File: config.mk
export PLATFORM = sky130hd
export DESIGN_NAME = asq_regs
export DESIGN_NICKNAME = d
export VERILOG_FILES = /design/src/inc/asq_pkg.sv /design/src/rtl/asq_regs.sv
export SDC_FILE = /design/constraint.sdc
export NUM_CORES = 1
export LEC_CHECK = 0
export ABC_CLOCK_PERIOD_IN_PS = 4000
export BUFFER_PORTS_ARGS = -buffer_cell sky130_fd_sc_hd__clkbuf_2
export CELL_PAD_IN_SITES_DETAIL_PLACEMENT = 1
export CELL_PAD_IN_SITES_GLOBAL_PLACEMENT = 1
export CORE_MARGIN = 8
export CORE_UTILIZATION = 46
export DETAILED_ROUTE_END_ITERATION = 10
export GPL_TIMING_DRIVEN = 0
export PLACE_DENSITY_LB_ADDON = 0.1
export RECOVER_POWER = 100
export SLEW_MARGIN = 20
export SYNTH_ARGS = -nofsm -noshare
export SYNTH_HDL_FRONTEND = slang
export SYNTH_SLANG_ARGS = --single-unit
File: constraint.sdc
create_clock -name clk -period 4 [get_ports clk]
set_clock_uncertainty 0.1 [all_clocks]
set_input_delay 0.6 -clock clk [delete_from_list [all_inputs] [get_ports clk]]
set_output_delay 0.6 -clock clk [all_outputs]
set_load 0.05 [all_outputs]
File: src/inc/asq_pkg.sv
// asq_pkg: register map, field layout and types for the converter sequence/result/oversampler block
// assumes a single clock domain and the plain strobe register port
package asq_pkg;
  localparam logic [7:0] OFS_SLOT_MID   = 8'h30;
  localparam logic [7:0] OFS_SLOT_LOW   = 8'h34;
  localparam logic [7:0] OFS_RESULT     = 8'h4c;
  localparam logic [7:0] OFS_OVS_CTL    = 8'h80;
  localparam logic [7:0] OFS_SEQ_CTL    = 8'h84;
  localparam logic [7:0] OFS_SEQ_STAT   = 8'h88;
  localparam logic [31:0] RST_WORD      = 32'h0000_0000;
  localparam logic [31:0] SLOT_MASK     = 32'h3fff_ffff;
  localparam logic [31:0] OVS_MASK      = 32'h0000_33fd;
  localparam logic [31:0] SEQ_CTL_MASK  = 32'h0000_00f1;
  localparam int SLOT_W        = 5;
  localparam int SLOTS_PER_REG = 6;
  localparam int NUM_SLOTS     = 12;
  localparam int POS_OVERSAMPLER_ENABLE     = 0;
  localparam int POS_RATIO     = 2;
  localparam int POS_SHIFT     = 5;
  localparam int POS_PER_TRIGGER_OVERSAMPLING      = 9;
  localparam int POS_RES       = 12;
  localparam int POS_CONV_ON   = 0;
  localparam int POS_LEN       = 4;
  localparam logic [3:0] MAX_SHIFT = 4'h8;
  localparam logic [1:0] RES_12 = 2'h0;
  localparam logic [1:0] RES_10 = 2'h1;
  localparam logic [1:0] RES_8  = 2'h2;
  localparam int ACC_W = 20;

  typedef struct packed {
    logic [1:0] resolution_select;
    logic       per_trigger_oversampling;
    logic [3:0] oversample_shift;
    logic [2:0] oversample_ratio;
    logic       oversampler_enable;
  } asq_ovs_t;

  typedef struct packed {
    logic [7:0]  addr;
    logic [31:0] wdata;
    logic        wr;
    logic        rd;
  } asq_bus_t;
endpackage : asq_pkg

File: src/rtl/asq_regs.sv
// asq_regs: routine slot registers, routine result, oversampler control and accumulator
// assumes the analog core reports each conversion with conv_done/conv_data and
// that the second converter's result arrives on a separate port in sync mode
//
// Contract
// - slot field selects channel per position
// - six five-bit slots packed per register
// - low half returns latest result, read-only
// - upper half holds second converter result in sync mode, reads zero otherwise
// - resolution code selects 12/10/8/6 bits
// - per_trigger_oversampling clear: one trigger, all conversions
// - per_trigger_oversampling set: one trigger per conversion
// - shift field right-shifts sum, zero to eight
// - ratio code gives two^(code+1) samples
// - bit 0 enables oversampler, software only
// - sequence runs length plus one slots
`timescale 1ns/1ps
`default_nettype none
module asq_regs
  import asq_pkg::*;
(
  input  wire logic        clk,
  input  wire logic        reset_n,
  input  wire asq_bus_t    bus,
  output logic      [31:0] rdata,
  input  wire logic        trigger,
  input  wire logic        conv_done,
  input  wire logic [15:0] conv_data,
  input  wire logic        sync_mode,
  input  wire logic        second_valid,
  input  wire logic [15:0] second_converter_result,
  output logic             conv_start,
  output logic       [4:0] conv_channel,
  output logic       [1:0] resolution_select,
  output logic             converter_on,
  output logic             result_valid
);

  typedef enum logic [1:0] {ST_IDLE, ST_CONV, ST_WAIT_TRIG} asq_state_t;

  function automatic logic hit(input asq_bus_t b, input logic [7:0] ofs);
    return b.addr == ofs;
  endfunction : hit

  function automatic logic [4:0] slot_of(input logic [59:0] slots, input logic [3:0] idx);
    // upper slots live outside this block; a long sequence reads them as channel zero, not X
    if (idx >= NUM_SLOTS) return '0;
    return slots[idx*SLOT_W +: SLOT_W];
  endfunction : slot_of

  logic [31:0] slot_mid_r;
  logic [31:0] slot_low_r;
  logic [31:0] ovs_word_r;
  asq_ovs_t    ovs;
  logic        conv_on_r;
  logic [3:0]  seq_len_r;
  logic [15:0] result_r;
  logic [15:0] second_r;
  logic [ACC_W-1:0] acc_r;
  logic [8:0]  ovs_cnt_r;
  logic [3:0]  slot_idx_r;
  asq_state_t  state_r;
  logic [59:0] slots;
  logic [8:0]  ratio_n;
  logic        ovs_last;
  logic        seq_last;
  logic [ACC_W-1:0] acc_sum;
  logic [ACC_W-1:0] shifted;

  assign ovs = '{resolution_select:        ovs_word_r[POS_RES +: 2],
                 per_trigger_oversampling: ovs_word_r[POS_PER_TRIGGER_OVERSAMPLING],
                 oversample_shift:         ovs_word_r[POS_SHIFT +: 4],
                 oversample_ratio:         ovs_word_r[POS_RATIO +: 3],
                 oversampler_enable:       ovs_word_r[POS_OVERSAMPLER_ENABLE]};

  // slots 0..5 sit in the low register, 6..11 in the mid register
  genvar g;
  generate
    for (g = 0; g < SLOTS_PER_REG; g++) begin : g_slots
      assign slots[g*SLOT_W +: SLOT_W]                 = slot_low_r[g*SLOT_W +: SLOT_W];
      assign slots[(g+SLOTS_PER_REG)*SLOT_W +: SLOT_W] = slot_mid_r[g*SLOT_W +: SLOT_W];
    end
  endgenerate

  assign ratio_n  = 9'(2) << ovs.oversample_ratio;
  assign ovs_last = !ovs.oversampler_enable || (ovs_cnt_r == ratio_n - 9'(1));
  assign seq_last = slot_idx_r == seq_len_r;
  assign acc_sum  = acc_r + ACC_W'(conv_data);
  // reserved shift codes clamp to eight so the result stays defined
  assign shifted  = acc_sum >> ((ovs.oversample_shift > MAX_SHIFT) ? MAX_SHIFT : ovs.oversample_shift);

  assign conv_channel      = slot_of(slots, slot_idx_r);
  assign resolution_select = ovs.resolution_select;
  assign converter_on      = conv_on_r;
  assign conv_start        = (state_r == ST_IDLE && conv_on_r && trigger) ||
                             (state_r == ST_WAIT_TRIG && trigger);

  // register writes; result register has no write path
  always_ff @(posedge clk or negedge reset_n) begin
    if (!reset_n) begin
      slot_mid_r <= RST_WORD;
      slot_low_r <= RST_WORD;
      ovs_word_r <= RST_WORD;
      conv_on_r  <= 1'b0;
      seq_len_r  <= '0;
    end else if (bus.wr) begin
      if (hit(bus, OFS_SLOT_MID)) slot_mid_r <= bus.wdata & SLOT_MASK;
      if (hit(bus, OFS_SLOT_LOW)) slot_low_r <= bus.wdata & SLOT_MASK;
      if (hit(bus, OFS_OVS_CTL))  ovs_word_r <= bus.wdata & OVS_MASK;
      if (hit(bus, OFS_SEQ_CTL)) begin
        conv_on_r <= bus.wdata[POS_CONV_ON];
        seq_len_r <= bus.wdata[POS_LEN +: 4];
      end
    end
  end

  // sequence and oversampling state
  always_ff @(posedge clk or negedge reset_n) begin
    if (!reset_n) begin
      state_r    <= ST_IDLE;
      slot_idx_r <= '0;
      ovs_cnt_r  <= '0;
      acc_r      <= '0;
    end else begin
      case (state_r)
        ST_IDLE: begin
          slot_idx_r <= '0;
          ovs_cnt_r  <= '0;
          acc_r      <= '0;
          if (conv_start) state_r <= ST_CONV;
        end
        ST_CONV: begin
          if (!conv_on_r) begin
            state_r <= ST_IDLE;
          end else if (conv_done) begin
            if (!ovs_last) begin
              acc_r     <= acc_sum;
              ovs_cnt_r <= ovs_cnt_r + 9'(1);
              if (ovs.per_trigger_oversampling) state_r <= ST_WAIT_TRIG;
              else state_r <= ST_CONV;
            end else begin
              acc_r     <= '0;
              ovs_cnt_r <= '0;
              if (seq_last) begin
                state_r <= ST_IDLE;
              end else begin
                slot_idx_r <= slot_idx_r + 4'(1);
                // next slot restarts with a trigger only under per-trigger mode
                state_r <= ovs.per_trigger_oversampling ? ST_WAIT_TRIG : ST_CONV;
              end
            end
          end
        end
        ST_WAIT_TRIG: begin
          if (!conv_on_r) state_r <= ST_IDLE;
          else if (trigger) state_r <= ST_CONV;
        end
        default: state_r <= ST_IDLE;
      endcase
    end
  end

  // result capture
  always_ff @(posedge clk or negedge reset_n) begin
    if (!reset_n) begin
      result_r     <= '0;
      result_valid <= 1'b0;
    end else begin
      result_valid <= 1'b0;
      if (state_r == ST_CONV && conv_on_r && conv_done && ovs_last) begin
        result_r     <= ovs.oversampler_enable ? shifted[15:0] : conv_data;
        result_valid <= 1'b1;
      end
    end
  end

  always_ff @(posedge clk or negedge reset_n) begin
    if (!reset_n) second_r <= '0;
    else if (sync_mode && second_valid) second_r <= second_converter_result;
  end

  // read port: data valid the cycle after the strobe
  always_ff @(posedge clk or negedge reset_n) begin
    if (!reset_n) begin
      rdata <= RST_WORD;
    end else if (bus.rd) begin
      if (hit(bus, OFS_SLOT_MID))      rdata <= slot_mid_r;
      else if (hit(bus, OFS_SLOT_LOW)) rdata <= slot_low_r;
      else if (hit(bus, OFS_RESULT))   rdata <= {sync_mode ? second_r : 16'h0000, result_r};
      else if (hit(bus, OFS_OVS_CTL))  rdata <= ovs_word_r;
      else if (hit(bus, OFS_SEQ_CTL))  rdata <= {24'h00_0000, seq_len_r, 3'h0, conv_on_r};
      else if (hit(bus, OFS_SEQ_STAT)) rdata <= {19'h0_0000, ovs_cnt_r, slot_idx_r} & 32'h0000_1fff;
      else rdata <= RST_WORD;
    end else begin
      rdata <= RST_WORD;
    end
  end

  // checks
  property p_slot_pack;
    @(posedge clk) disable iff (!reset_n)
      slot_idx_r == 4'd6 |-> conv_channel == slot_mid_r[4:0];
  endproperty
  a_slot_pack: assert property (p_slot_pack) else $error("slot 6 not from mid register");

  property p_chan0;
    @(posedge clk) disable iff (!reset_n)
      slot_idx_r == 4'd0 |-> conv_channel == slot_low_r[4:0];
  endproperty
  a_chan0: assert property (p_chan0) else $error("slot 0 channel wrong");

  property p_result_ro;
    @(posedge clk) disable iff (!reset_n)
      (bus.wr && bus.addr == OFS_RESULT && !result_valid) |=> $stable(result_r) || result_valid;
  endproperty
  a_result_ro: assert property (p_result_ro) else $error("result changed by write");

  property p_second;
    @(posedge clk) disable iff (!reset_n)
      (sync_mode && second_valid) |=> second_r == $past(second_converter_result);
  endproperty
  a_second: assert property (p_second) else $error("second result not captured");

  property p_res;
    @(posedge clk) disable iff (!reset_n)
      resolution_select == ovs_word_r[13:12];
  endproperty
  a_res: assert property (p_res) else $error("resolution output mismatch");

  property p_per_trigger_oversampling_clear;
    @(posedge clk) disable iff (!reset_n)
      (state_r == ST_CONV && conv_on_r && conv_done && !ovs_last && !ovs.per_trigger_oversampling)
        |=> state_r == ST_CONV;
  endproperty
  a_per_trigger_oversampling_clear: assert property (p_per_trigger_oversampling_clear) else $error("waited for trigger with per_trigger_oversampling clear");

  property p_per_trigger_oversampling_set;
    @(posedge clk) disable iff (!reset_n)
      (state_r == ST_CONV && conv_on_r && conv_done && !ovs_last && ovs.per_trigger_oversampling)
        |=> state_r == ST_WAIT_TRIG;
  endproperty
  a_per_trigger_oversampling_set: assert property (p_per_trigger_oversampling_set) else $error("no trigger wait with per_trigger_oversampling set");

  property p_ratio;
    @(posedge clk) disable iff (!reset_n)
      ovs.oversampler_enable |-> ovs_cnt_r < ratio_n && ratio_n == (9'd2 << ovs_word_r[4:2]);
  endproperty
  a_ratio: assert property (p_ratio) else $error("oversample count out of range");

  property p_len;
    @(posedge clk) disable iff (!reset_n)
      state_r != ST_IDLE |-> slot_idx_r <= seq_len_r;
  endproperty
  a_len: assert property (p_len) else $error("slot index past sequence length");

  property p_enable;
    @(posedge clk) disable iff (!reset_n)
      (bus.wr && bus.addr == OFS_OVS_CTL) |=> ovs.oversampler_enable == $past(bus.wdata[0]);
  endproperty
  a_enable: assert property (p_enable) else $error("enable bit not written");

  property p_plain;
    @(posedge clk) disable iff (!reset_n)
      (state_r == ST_CONV && conv_on_r && conv_done && !ovs.oversampler_enable)
        |=> result_valid && result_r == $past(conv_data);
  endproperty
  a_plain: assert property (p_plain) else $error("plain result not presented");

  property p_slot_one;
    @(posedge clk) disable iff (!reset_n)
      slot_idx_r == 4'h1 |-> conv_channel == slot_low_r[SLOT_W +: SLOT_W];
  endproperty
  a_slot_one: assert property (p_slot_one) else $error("slot 1 channel wrong");

  // trigger handling
  property p_start_trig;
    @(posedge clk) disable iff (!reset_n)
      conv_start |-> trigger;
  endproperty
  a_start_trig: assert property (p_start_trig) else $error("conversion started without trigger");

  property p_no_start_off;
    @(posedge clk) disable iff (!reset_n)
      (state_r == ST_IDLE && !conv_on_r) |-> !conv_start;
  endproperty
  a_no_start_off: assert property (p_no_start_off) else $error("conversion started while converter off");

  property p_wait_hold;
    @(posedge clk) disable iff (!reset_n)
      (state_r == ST_WAIT_TRIG && conv_on_r && !trigger) |=> state_r == ST_WAIT_TRIG;
  endproperty
  a_wait_hold: assert property (p_wait_hold) else $error("left trigger wait without trigger");

  // oversampling arithmetic
  property p_accum;
    @(posedge clk) disable iff (!reset_n)
      (state_r == ST_CONV && conv_on_r && conv_done && !ovs_last)
        |=> acc_r == $past(acc_r) + ACC_W'($past(conv_data));
  endproperty
  a_accum: assert property (p_accum) else $error("oversample sum not accumulated");

  property p_ovs_result;
    @(posedge clk) disable iff (!reset_n)
      (state_r == ST_CONV && conv_on_r && conv_done && ovs_last && ovs.oversampler_enable &&
       ovs.oversample_shift <= MAX_SHIFT)
        |=> result_valid && result_r == $past(16'((acc_r + ACC_W'(conv_data)) >> ovs.oversample_shift));
  endproperty
  a_ovs_result: assert property (p_ovs_result) else $error("oversampled result not shifted sum");

  // sequence stepping
  property p_slot_step;
    @(posedge clk) disable iff (!reset_n)
      (state_r == ST_CONV && conv_on_r && conv_done && ovs_last && !seq_last)
        |=> slot_idx_r == $past(slot_idx_r) + 4'h1;
  endproperty
  a_slot_step: assert property (p_slot_step) else $error("sequence did not advance one slot");

  property p_seq_end;
    @(posedge clk) disable iff (!reset_n)
      (state_r == ST_CONV && conv_on_r && conv_done && ovs_last && seq_last) |=> state_r == ST_IDLE;
  endproperty
  a_seq_end: assert property (p_seq_end) else $error("sequence ran past its length");

  // read port
  property p_rd_result;
    @(posedge clk) disable iff (!reset_n)
      (bus.rd && bus.addr == OFS_RESULT) |=> rdata[15:0] == $past(result_r);
  endproperty
  a_rd_result: assert property (p_rd_result) else $error("result read returned stale data");

  property p_rd_second;
    @(posedge clk) disable iff (!reset_n)
      (bus.rd && bus.addr == OFS_RESULT)
        |=> rdata[31:16] == ($past(sync_mode) ? $past(second_r) : 16'h0000);
  endproperty
  a_rd_second: assert property (p_rd_second) else $error("upper result half wrong");

  property p_rdata_idle;
    @(posedge clk) disable iff (!reset_n)
      !bus.rd |=> rdata == RST_WORD;
  endproperty
  a_rdata_idle: assert property (p_rdata_idle) else $error("read data present without read");

  property p_ovs_rd;
    @(posedge clk) disable iff (!reset_n)
      (bus.rd && bus.addr == OFS_OVS_CTL) |=> rdata[POS_OVERSAMPLER_ENABLE] == $past(ovs.oversampler_enable);
  endproperty
  a_ovs_rd: assert property (p_ovs_rd) else $error("enable bit read back wrong");

endmodule : asq_regs
`default_nettype wire

Word level (Yosys, flattened, before mapping)
Cells that the tools add are included.
{ "totals": {"ramBits": 0, "mem_count": 0, "latchBits": 0, "regBits": 176, "wordCells": 95, "mem_bits_ro": 0} }
{ "op_classes": {"n_div": 0, "bitwise_logic": 0, "add_sub_neg": 4, "muxes": 36, "shifts": 3, "n_eq_ne": 17, "magnitude_cmp": 2, "n_reduce_logical": 19, "n_mul": 1} }
{ "ops": {"columns": ["op", "n"], "rows": [
  ["$mux 32", 4],
  ["$mux 20", 3],
  ["$shiftx 60x8->5", 1],
  ["$pmux 20 s2", 1],
  ["$mux 16", 2],
  ["$mux 9", 3],
  ["$mux 13", 2],
  ["$eq 8x8->1 const B", 3],
  ["$add 20x16->20", 1],
  ["$mux 4", 5],
  ["$shr 20x4->16", 1],
  ["$pmux 9 s2", 1],
  ["$eq 8x6->1 const B", 2],
  ["$mux 2", 8],
  ["$mux 14", 1],
  ["$mux 5", 2],
  ["$ne 2x2->1 const B", 5],
  ["$add 9x1->9 const B", 1],
  ["$eq 9x9->1", 1],
  ["$shl 2x3->9 const A", 1],
  ["$sub 9x1->9 const B", 1],
  ["$eq 8x7->1 const B", 1],
  ["$pmux 4 s2", 1],
  ["$reduce_and 2->1", 4],
  ["other kinds (17)", 27]
]} }

Logic depth before layout (Yosys ltp)
Gate-level depths: netlist (run 1).
{ "depth": {"word_depth": 8, "ltp_mapped": 12, "depth_no_buf": 12} }

Least setup slack after synthesis (run 1)
Ideal clock, no wire load.
{ "synth_path": {"kind": "reg2out", "startpoint": "reg slot_idx_r[0]", "endpoint": "out conv_channel[3]", "required_time_ps": 3300, "arrival_time_ps": 2684, "stages_incl_launch_ff": 6, "n_path_buf": 2, "slack_ps": 616, "cell_sequence": "dfrtp_1 > buf_1 > clkbuf_1 > mux4_2 > mux2i_1 > o21ai_0"} }
{ "synth_between": {"elab_chain_cells": 3, "elab_cells_between_ends": 5, "cone_classes": "1 x mul; 1 x order compare; 1 x shift; 2 x mux"} }
{ "synth_lines": {"columns": ["element", "line_no", "rtl"], "rows": [
  ["start: declaration", "asq_regs.sv:61", "logic [3:0] slot_idx_r;"],
  ["start signal: assignment", "asq_regs.sv:147", "slot_idx_r <= slot_idx_r + 4'(1);"],
  ["$mul 4x3->7 or $ge 4x4->1 (tied branches)", "asq_regs.sv:48, asq_regs.sv:47", null],
  ["$shiftx 60x8->5 or $mux 1 (tied branches)", "asq_regs.sv:48, asq_regs.sv:47", null],
  ["$mux 5 (*)", "asq_regs.sv:48", "return slots[idx*SLOT_W +: SLOT_W];"],
  ["end: declaration", "asq_regs.sv:33", "output logic [4:0] conv_channel,"]
]} }
Every way passes the cells marked *; elsewhere a longest branch is shown, timed or not.

Worst setup path in the final report (run 1)
{ "layout_path": {"startpoint": "reg acc_r[0]", "endpoint": "reg result_r[12]"} }
{ "layout_between": {"elab_chain_cells": 3} }
{ "layout_lines": {"columns": ["element", "line_no", "rtl"], "rows": [
  ["start: declaration", "asq_regs.sv:59", "logic [ACC_W-1:0] acc_r;"],
  ["start signal: assignment", "asq_regs.sv:137", "acc_r <= acc_sum;"],
  ["$add 20x16->20", "asq_regs.sv:88", "assign acc_sum = acc_r + ACC_W'(conv_data);"],
  ["$shr 20x4->16", "asq_regs.sv:90", "assign shifted = acc_sum >> ((ovs.oversample_shift > MAX_SHIFT) ? MAX_SHIFT : ovs.oversample_shift);"],
  ["$mux 16", "asq_regs.sv:171", "result_r <= ovs.oversampler_enable ? shifted[15:0] : conv_data;"],
  ["end signal: assignment", "asq_regs.sv:171", null],
  ["end: declaration", "asq_regs.sv:57", "logic [15:0] result_r;"]
]} }
Every way passes these cells.
A chain may end at the register's enable or synchronous reset.

==> flow_metrics.tcl, run 1 <==
set metrics [dict create \
    drc 0 \
    netlist_area_mm2 0.009783 \
    maxCapViolCount 1 \
    wirelength_um 33950 \
    max_slew_margin_pct -115.9 \
    power_density_mw_per_mm2 359.1 \
    htreeDepth 4 \
    synthTopCellsByArea "dfrtp_1, mux2_2, mux2i_1" \
    firstDrtPassIters 5 \
    rrSetupSlack_ns 0.27 \
    tightest_slew_ns 3.239 \
    yosysSeqAreaShare_pct 45.02 \
    clock_sinks 176 \
    area_growth_pct 15.49 \
    finalPower_mw 4.057 \
    hpwl_um 25640 \
    ys_warn_count 0 \
    fmax_mhz 267.7 \
    clkTransAtPathRegs_ns 0.08 \
    post-route-min-period_ns 3.735 \
    setup_viol 0 \
    grt_pass1_vias 8933 \
    grt_max_degree 66 \
    hold_viol_final 0 \
    n_antenna_cell 0 \
    crit_path_start_kind "flop" \
    fp.dieW_um 161.8 \
    startpoint "acc_r[0]" \
    wl_per_cell_um 25.22 \
    rows 53 \
    min_period_over_period_pct 93.37 \
    grt_first_pass_wirelength_um 52730 \
    power_leakage_nw 5.195 \
    reg2reg_from "acc_r[0]" \
    layout_common_cells "dfrtp_1, mux2_2, clkbuf_1" \
    nNetsFinal 1157 \
    critPathMaxFanout 6 \
    path_class "reg2reg" \
    clock_path_buffers 2 \
    drt_iter0_markers 592 \
    rsz0062_at_grt "no" \
    synth_ff_type "dfrtp_1" \
    r2r_cells 12 \
    final_common_cell "dfrtp_1" \
    port_buffers 119 \
    vdd_ir_drop_max_mv 0.3026 \
    ios 122 \
    vias 8207 \
    gr-total-overflow 0 \
    syn_nets 1017 \
    die_y_um 161.8 \
    place_congestion 0.9042 \
    hold_buffers 0 \
    antenna_left 0 \
    yosysTopAreaCellShare_pct 45.02 \
    crit_path_end "result_r[12]" \
    r2r_end "result_r[12]" \
    grt_usage_pct 26.32 \
    dpl_cell_area_mm2 0.01079 \
    design.die.area_mm2 0.02619 \
    synth_edf_count 0 \
    failed_checks "max-capacitance violations, max-slew violations" \
    insertion_delay_ns 0.44 \
    slew_violations 56 \
    start_util_pct 46.69 \
    holdWs_ns 0.2831 \
    cts_tree "yes" \
    grt_antenna_before_repair 0 \
    cts_buffers 17 \
    cp-end-kind "flop" \
    fin_area_mm2 0.01130 \
    hold_path.class "in2reg" \
    fin_util_pct 53.92 \
    synth.avg_cell_area_um2 10.66 \
    synth.largest_area_cell "dfrtp_1" \
    synth-seq-cells 176 \
    clockRootBuffer "clkbuf_16" \
    synth_cells 918 \
    core_mm2 0.02096 \
    drive_gt1_share_pct 22.60 \
    via_per_inst 6.097 \
    async_flop_share_pct 100.0 \
    crit_required_ns 4.21 \
    worstPathArrival_ns 3.94 \
    status "finished, violations left" \
    synth.distinct_cells 80 \
]
routing by layer:
metal  GRT usage (%)  up-vias  share of wire (%)  routed length (µm)
li1                -     3676                  -                   -
met1           31.61     4199                 41               13780
met2           45.80      263                 51               17430
met3           4.657       69                4.8                1645
met4           10.94        0                3.2                1087
met5               0        -                  0                   0
how the worst min path moves through the flow:
stage	startpoint	endpoint	slack, ns	cells past startpoint
finish	second_converter_result[6]	second_r[6]	0.28	2
global route	second_converter_result[6]	second_r[6]	0.28	2
CTS	reset_n	ovs_word_r[2]	0.04	1
detailed placement	acc_r[12]	acc_r[12]	0.38	2
global placement	acc_r[15]	acc_r[15]	0.37	2
floorplan	reset_n	acc_r[0]	0.20	0
registers in the layout, indices dropped and copies added, names as in the netlist:
name	flops
slot_idx_r	4
rdata	32
ovs_cnt_r	9
result_valid	1
converter_on	1
ovs_word_r	11
seq_len_r	4
acc_r	20
second_r	16
slot_low_r	30
slot_mid_r	30
state_r	2
result_r	16
cells by family after synthesis:
family	share of synthesized area, %
AO/OA/AOI/OAI	16.24
XOR/XNOR	2.673
adder cells (fa/ha/maj)	2.507
buffers and inverters	3.082
flip-flops	45.02
multiplexers	18.07
AND/OR/NAND/NOR	12.41
area by class of cell:
cell class                      count  area, µm²
Sequential cell                   176       4404
Fill cell                        2373       9657
Clock buffer                       17      425.4
Inverter                           18      67.56
Multi-Input combinational cell    667       5054
Timing Repair Buffer              121      579.3
Clock inverter                     15      193.9
Buffer                             57      230.2
Tap cell                          275      344.1
stage by stage:
stage	setup WS, ns	instances	setup TNS (ns)
floorplan	0.6156	918	0
global placement	-1.185	1312	-206.19
detailed placement	-0.0006932	1314	-0.0006932
CTS	0.09379	1346	0
global route	0.04246	1346	0
finish	0.2651	1346	0
report_power, final:
group	switching [mW]	total [mW]	internal, mW
sequential	0.0536	1.89	1.84
clock	0.846	1.75	0.905
combinational	0.250	0.411	0.162
critical path: stages, from the launching register on:
cell and delay [ns]:
dfrtp_1 0.36, ha_1 0.18, inv_1 0.06, fa_1 0.40
nor2b_1 0.20, o2111ai_1 0.22, a21oi_1 0.37, o41ai_1 0.14
xnor2_1 0.67, nor3_1 0.12, or2_0 0.25, nor4_1 0.39
o31ai_1 0.14
cell usage after synthesis, drive strengths merged, types with 5 or more instances:
library cell,count
a211oi,6
a21o,10
a21oi,50
a221oi,6
a22o,17
a22oi,29
a31o,5
a31oi,12
and2,7
and3,7
buf,18
clkbuf,39
dfrtp,176
ha,18
inv,17
mux2,93
mux2i,36
mux4,16
nand2,82
nand3,6
nand3b,6
nand4,8
nor2,79
nor2b,7
nor3,13
nor3b,7
nor4,6
o211ai,9
o21a,5
o21ai,34
o221ai,6
o22ai,9
xnor2,11
xor2,18
timing repair:
action                     4_1_cts  5_1_grt
resized for setup                0        2
hold endpoints to repair         0        0
setup endpoints to repair        0        1
setup buffers                    0        0
No activity file was read; power rests on OpenSTA's default activity.
==> run 2: changes to the inputs <==
--- a/config.mk
+++ b/config.mk
@@ -10,7 +10,8 @@
 export CELL_PAD_IN_SITES_DETAIL_PLACEMENT = 1
 export CELL_PAD_IN_SITES_GLOBAL_PLACEMENT = 1
 export CORE_MARGIN = 8
-export CORE_UTILIZATION = 46
+export CORE_UTILIZATION = 25
+export CTS_CLUSTER_SIZE = 12
 export DETAILED_ROUTE_END_ITERATION = 10
 export GPL_TIMING_DRIVEN = 0
 export PLACE_DENSITY_LB_ADDON = 0.1
==> run 2 against run 1 <==
The flow still finishes with violations (max-capacitance violations, max-slew violations). Register-to-register slack improved by 0.18 ns. Flip-flop and latch count is the same. Global-route usage is 9.4 points lower. Design area rose by 3.2%. Critical path type is now reg2out. Critical endpoint is now conv_channel[3].
==> flow_metrics.tcl, run 2 (synthesized netlist as in run 1, its figures left out) <==
set metrics [dict create \
    cts_buffers 17 \
    status "finished, violations left" \
    slew_violations 69 \
    worstPathArrival_ns 3.00 \
    drive_gt1_share_pct 23.16 \
    fin_area_mm2 0.01166 \
    rsz0062_at_grt "no" \
    power_leakage_nw 5.255 \
    r2r_cells 12 \
    place_congestion 0.8043 \
    maxCapViolCount 3 \
    core_mm2 0.03865 \
    htreeDepth 4 \
    dp.cells 1557 \
    cts_tree "yes" \
    top_regs "rdata (32), slot_low_r (30), slot_mid_r (30)" \
    final_common_cell "dfrtp_1" \
    n_antenna_cell 0 \
    max_slew_margin_pct -109.2 \
    failed_checks "max-capacitance violations, max-slew violations" \
    dpl_cell_area_mm2 0.01109 \
    rows 72 \
    regMostFlops "rdata" \
    nNetsFinal 1157 \
    grt_usage_pct 16.93 \
    clockRootBuffer "clkbuf_16" \
    insertion_delay_ns 0.46 \
    instances_no_fill 1589 \
    fmax_mhz 270.2 \
    postCtsSetupRepairBufs 0 \
    drt_iter0_markers 535 \
    hold_path.class "in2reg" \
    via_per_inst 5.043 \
    gr-total-overflow 0 \
    start_util_pct 25.31 \
    hold_viol_final 0 \
    hpwl_um 29240 \
    largest_reg_flops 32 \
    grt_first_pass_wirelength_um 57030 \
    layout_common_cells "dfrtp_1, mux2_2, nand2_1" \
    grt_max_degree 68 \
    path_class "reg2out" \
    crit_path_start_kind "flop" \
    ios 122 \
    port_buffers 119 \
    power_density_mw_per_mm2 360.9 \
    fp.dieW_um 213.8 \
    critPathMaxFanout 10 \
    post-route-min-period_ns 3.701 \
    drc 0 \
    grt_pass1_vias 8454 \
    area_growth_pct 19.21 \
    die_y_um 213.8 \
    grt_antenna_before_repair 1 \
    antenna_left 0 \
    clkTransAtPathRegs_ns 0.07 \
    wirelength_um 37970 \
    tightest_slew_ns 3.138 \
    vdd_ir_drop_max_mv 0.2754 \
    setup_viol 0 \
    hold_buffers 0 \
    vias 8014 \
    design.die.area_mm2 0.04572 \
    clock_path_buffers 2 \
    clock_sinks 176 \
    wl_per_cell_um 23.90 \
    min_period_over_period_pct 92.51 \
    crit_required_ns 3.30 \
    hold_depth 2 \
    firstDrtPassIters 5 \
    cp-end-kind "output port" \
]
[run 2: cell types whose count changed in the layout (fill, tap and decap cells not counted), moves of 2 or more]
cell	change
clkbuf_1	-9
inv_8	-2
bufinv_16	+3
clkinv_8	-4
clkbuf_2	+5
inv_6	+4
[run 2: area by class of cell]
type / count / area, µm²
Inverter: 18 / 67.56
Clock buffer: 17 / 425.4
Buffer: 57 / 241.5
Fill cell: 4391 / 26980
Multi-Input combinational cell: 667 / 5047
Sequential cell: 176 / 4404
Clock inverter: 15 / 220.2
Timing Repair Buffer: 121 / 608.1
Tap cell: 518 / 648.1
[run 2: path summary, 6_finish.rpt]
path	from	to	slack, ns
setup / recovery	slot_idx_r[3]	conv_channel[3]	0.30
hold / removal	second_converter_result[13]	second_r[13]	0.27
setup reg to reg	acc_r[0]	result_r[12]	0.45
hold reg to reg	acc_r[11]	acc_r[11]	0.40
max in group asynchronous	reset_n	slot_low_r[26]	0.80
min in group asynchronous	reset_n	acc_r[14]	1.17
[run 2: repair_timing]
action	in CTS	in global routing
gates resized for setup	2	2
gates cloned	0	0
endpoints found under the setup margin	1	1
[run 2: power breakdown]
group          internal [mW]  switching [mW]  leakage [nW]
registers               1.84          0.0517          2.41
clock network           1.07           0.822         0.319
logic                  0.165           0.258          2.53
[run 2: per-stage QoR]
step                hold slack, ns  TNS (ns)  setup slack, ns  power (mW)  utilization [%]
CTS                        0.03644         0          0.06103       4.282            30.39
finish                      0.2746         0           0.2995       4.209            30.18
floorplan                   0.2044         0           0.6156       2.142                -
global route                0.2558         0           0.1046       4.383            30.18
global placement            0.3712   -288.72           -1.650       2.349            28.53
detailed placement          0.3816         0          0.04533       2.359            28.70
[run 2: per-layer routing]
layer  track usage (%)  up-vias  part of all wire [%]
li1                  -     3685                     -
met1             25.53     4146                    52
met2             24.46      150                    43
met3             3.362       31                   4.0
met4             3.782        2                   1.3
met5                 0        -                 0.034
[run 2: worst max-delay path: stages, from the launching register on]
cell      delay [ns]
dfrtp_1         0.32
clkbuf_1        0.61
clkbuf_1        0.58
mux4_2          0.33
mux2i_1         0.07
o21ai_0         0.29
clkbuf_2        0.34
==> run 3: changes to the inputs <==
--- a/config.mk
+++ b/config.mk
@@ -14,7 +14,8 @@
 export CTS_CLUSTER_SIZE = 12
 export DETAILED_ROUTE_END_ITERATION = 10
 export GPL_TIMING_DRIVEN = 0
-export PLACE_DENSITY_LB_ADDON = 0.1
+export MAX_ROUTING_LAYER = met4
+export PLACE_DENSITY = 0.54
 export RECOVER_POWER = 100
 export SLEW_MARGIN = 20
 export SYNTH_ARGS = -nofsm -noshare
==> run 3 against run 2 <==
The run still ends with max-capacitance violations, max-slew violations left. Cell count rose by 0.13%. First-iteration DRC count is 4.3% higher. Utilization shrank 0.16 points. Sequential share of layout area up 0.20 points.
==> flow_metrics.tcl, run 3 (synthesized netlist as in run 1, its figures left out) <==
set metrics [dict create \
    regMostFlops "rdata" \
    via_per_inst 5.076 \
    nFillCells 4403 \
    gr-total-overflow 0 \
    hold_path.class "in2reg" \
    tightest_slew_ns 3.243 \
    top_regs "rdata (32), slot_low_r (30), slot_mid_r (30)" \
    crit_path_start_kind "primary input" \
    worstPathArrival_ns 3.99 \
    max_stage_delay_ns 1.15 \
    grt_max_degree 68 \
    power_leakage_nw 5.203 \
    area_growth_pct 18.60 \
    layout_common_cells "dfrtp_1, mux2_2, clkbuf_1" \
    failed_checks "max-capacitance violations, max-slew violations" \
    grt_usage_pct 16.48 \
    drt_iter0_markers 558 \
    setup_tns_ns 0 \
    cts_tree "yes" \
    status "finished, violations left" \
    final_common_cell "dfrtp_1" \
    firstDrtPassIters 5 \
    postCtsSetupRepairBufs 0 \
    wirelength_um 35850 \
    crit_path_cell_trace "clkbuf_1 > or4b_1 > nor4_1 > and2_0 > clkbuf_1 > nand2_1 > clkbuf_1 > mux2_1" \
    clkTransAtPathRegs_ns 0.07 \
    dpl_cell_area_mm2 0.01109 \
    port_buffers 119 \
    fmax_mhz 266.0 \
    reg2reg_from "acc_r[0]" \
    min_from "second_converter_result[14]" \
    hold_depth 2 \
    wl_per_cell_um 22.53 \
    clock_sinks 176 \
    htreeDepth 4 \
    design.die.area_mm2 0.04572 \
    post-route-min-period_ns 3.760 \
    r2r_cells 12 \
    slowest_stage "nor4_1" \
    power_density_mw_per_mm2 353.2 \
    whs_endpoint "second_r[14]" \
    cts_buffers 17 \
    setup_viol 0 \
    r2r_end "result_r[12]" \
    min_period_over_period_pct 93.99 \
    die_y_um 213.8 \
    rsz0062_at_grt "no" \
    antenna_left 0 \
    ios 122 \
    insertion_delay_ns 0.46 \
    drc 0 \
    start_util_pct 25.31 \
    maxCapViolCount 2 \
    fp.dieW_um 213.8 \
    cp-end-kind "flop" \
    place_congestion 0.8584 \
    crit_required_ns 4.23 \
    fin_area_mm2 0.01160 \
    grt_antenna_before_repair 2 \
    clockRootBuffer "clkbuf_16" \
    rrSetupSlack_ns 0.46 \
    path_class "in2reg" \
    grt_pass1_vias 8581 \
    slew_violations 63 \
    core_mm2 0.03865 \
    vdd_ir_drop_max_mv 0.3061 \
    crit_top_cell "clkbuf_1" \
    clock_path_buffers 2 \
    max_slew_margin_pct -116.2 \
    nNetsFinal 1157 \
    hold_viol_final 0 \
    hpwl_um 27800 \
    largest_reg_flops 32 \
    rows 72 \
    grt_first_pass_wirelength_um 54690 \
    critPathMaxFanout 10 \
    drive_gt1_share_pct 22.60 \
    vias 8076 \
]
-- run 3: cell types whose count changed in the layout (fill, tap and decap cells not counted), moves of 2 or more --
cell	delta
clkbuf_1	+7
clkbuf_2	-3
clkinvlp_4	+2
diode_2	+2
bufinv_16	-2
-- run 3: timing repair --
action / in CTS / in global routing
endpoints found under the setup margin: 1 / 1
gates resized for setup: 2 / 1
hold buffers: 0 / 0
-- run 3: stage by stage --
stage | utilization (%) | total power [mW] | cells | setup WS [ns] | hold WS [ns]
2_1_floorplan | - | 2.142 | 918 | 0.6156 | 0.2044
3_3_place_gp | 28.53 | 2.336 | 1555 | -1.452 | 0.3681
3_5_place_dp | 28.70 | 2.350 | 1557 | 0.06701 | 0.3898
4_1_cts | 30.28 | 4.153 | 1589 | 0.1449 | 0.02086
5_1_grt | 30.02 | 4.258 | 1591 | 0.1544 | 0.2663
6_report | 30.02 | 4.098 | 1591 | 0.2404 | 0.2787
-- run 3: worst max-delay path by stage --
stage / end / slack (ns) / from
after floorplan: conv_channel[3] / 0.62 / slot_idx_r[0]
after global placement: acc_r[16] / -1.45 / reset_n
after detailed placement: result_r[12] / 0.07 / conv_data[0]
after CTS: conv_channel[3] / 0.14 / slot_idx_r[0]
after global routing: ovs_word_r[8] / 0.15 / bus[39]
final: ovs_word_r[8] / 0.24 / bus[39]
-- run 3: routing by layer --
layer	vias up	track usage, %	share of wire (%)
li1	3687	-	-
met4	0	4.538	1.6
met1	4158	22.20	47
met2	202	25.10	46
met5	-	-	0
met3	29	3.084	5.3
-- run 3: final cells by class --
cell class | count | area (µm²) | share of cell area, %
Clock inverter | 14 | 166.4 | 1.434
Timing Repair Buffer | 121 | 596.8 | 5.144
Clock buffer | 18 | 439.2 | 3.785
Antenna cell | 2 | 5.005 | 0.04314
Tap cell | 518 | 648.1 | 5.586
Inverter | 18 | 67.56 | 0.5823
Buffer | 57 | 231.5 | 1.995
Multi-Input combinational cell | 667 | 5044 | 43.47
Sequential cell | 176 | 4404 | 37.96
-- run 3: power by group --
part	total (mW)	switching [mW]	internal, mW
Combinational	0.415	0.251	0.164
Clock	1.79	0.831	0.959
Sequential	1.89	0.0509	1.84
Total	4.10	1.13	2.96
-- run 3: critical path, delay by kind of cell --
kind / cells / cell delay [ns]
buffers and inverters: 3 / 0.80
AND/OR/NAND/NOR: 4 / 2.11
multiplexers: 1 / 0.46
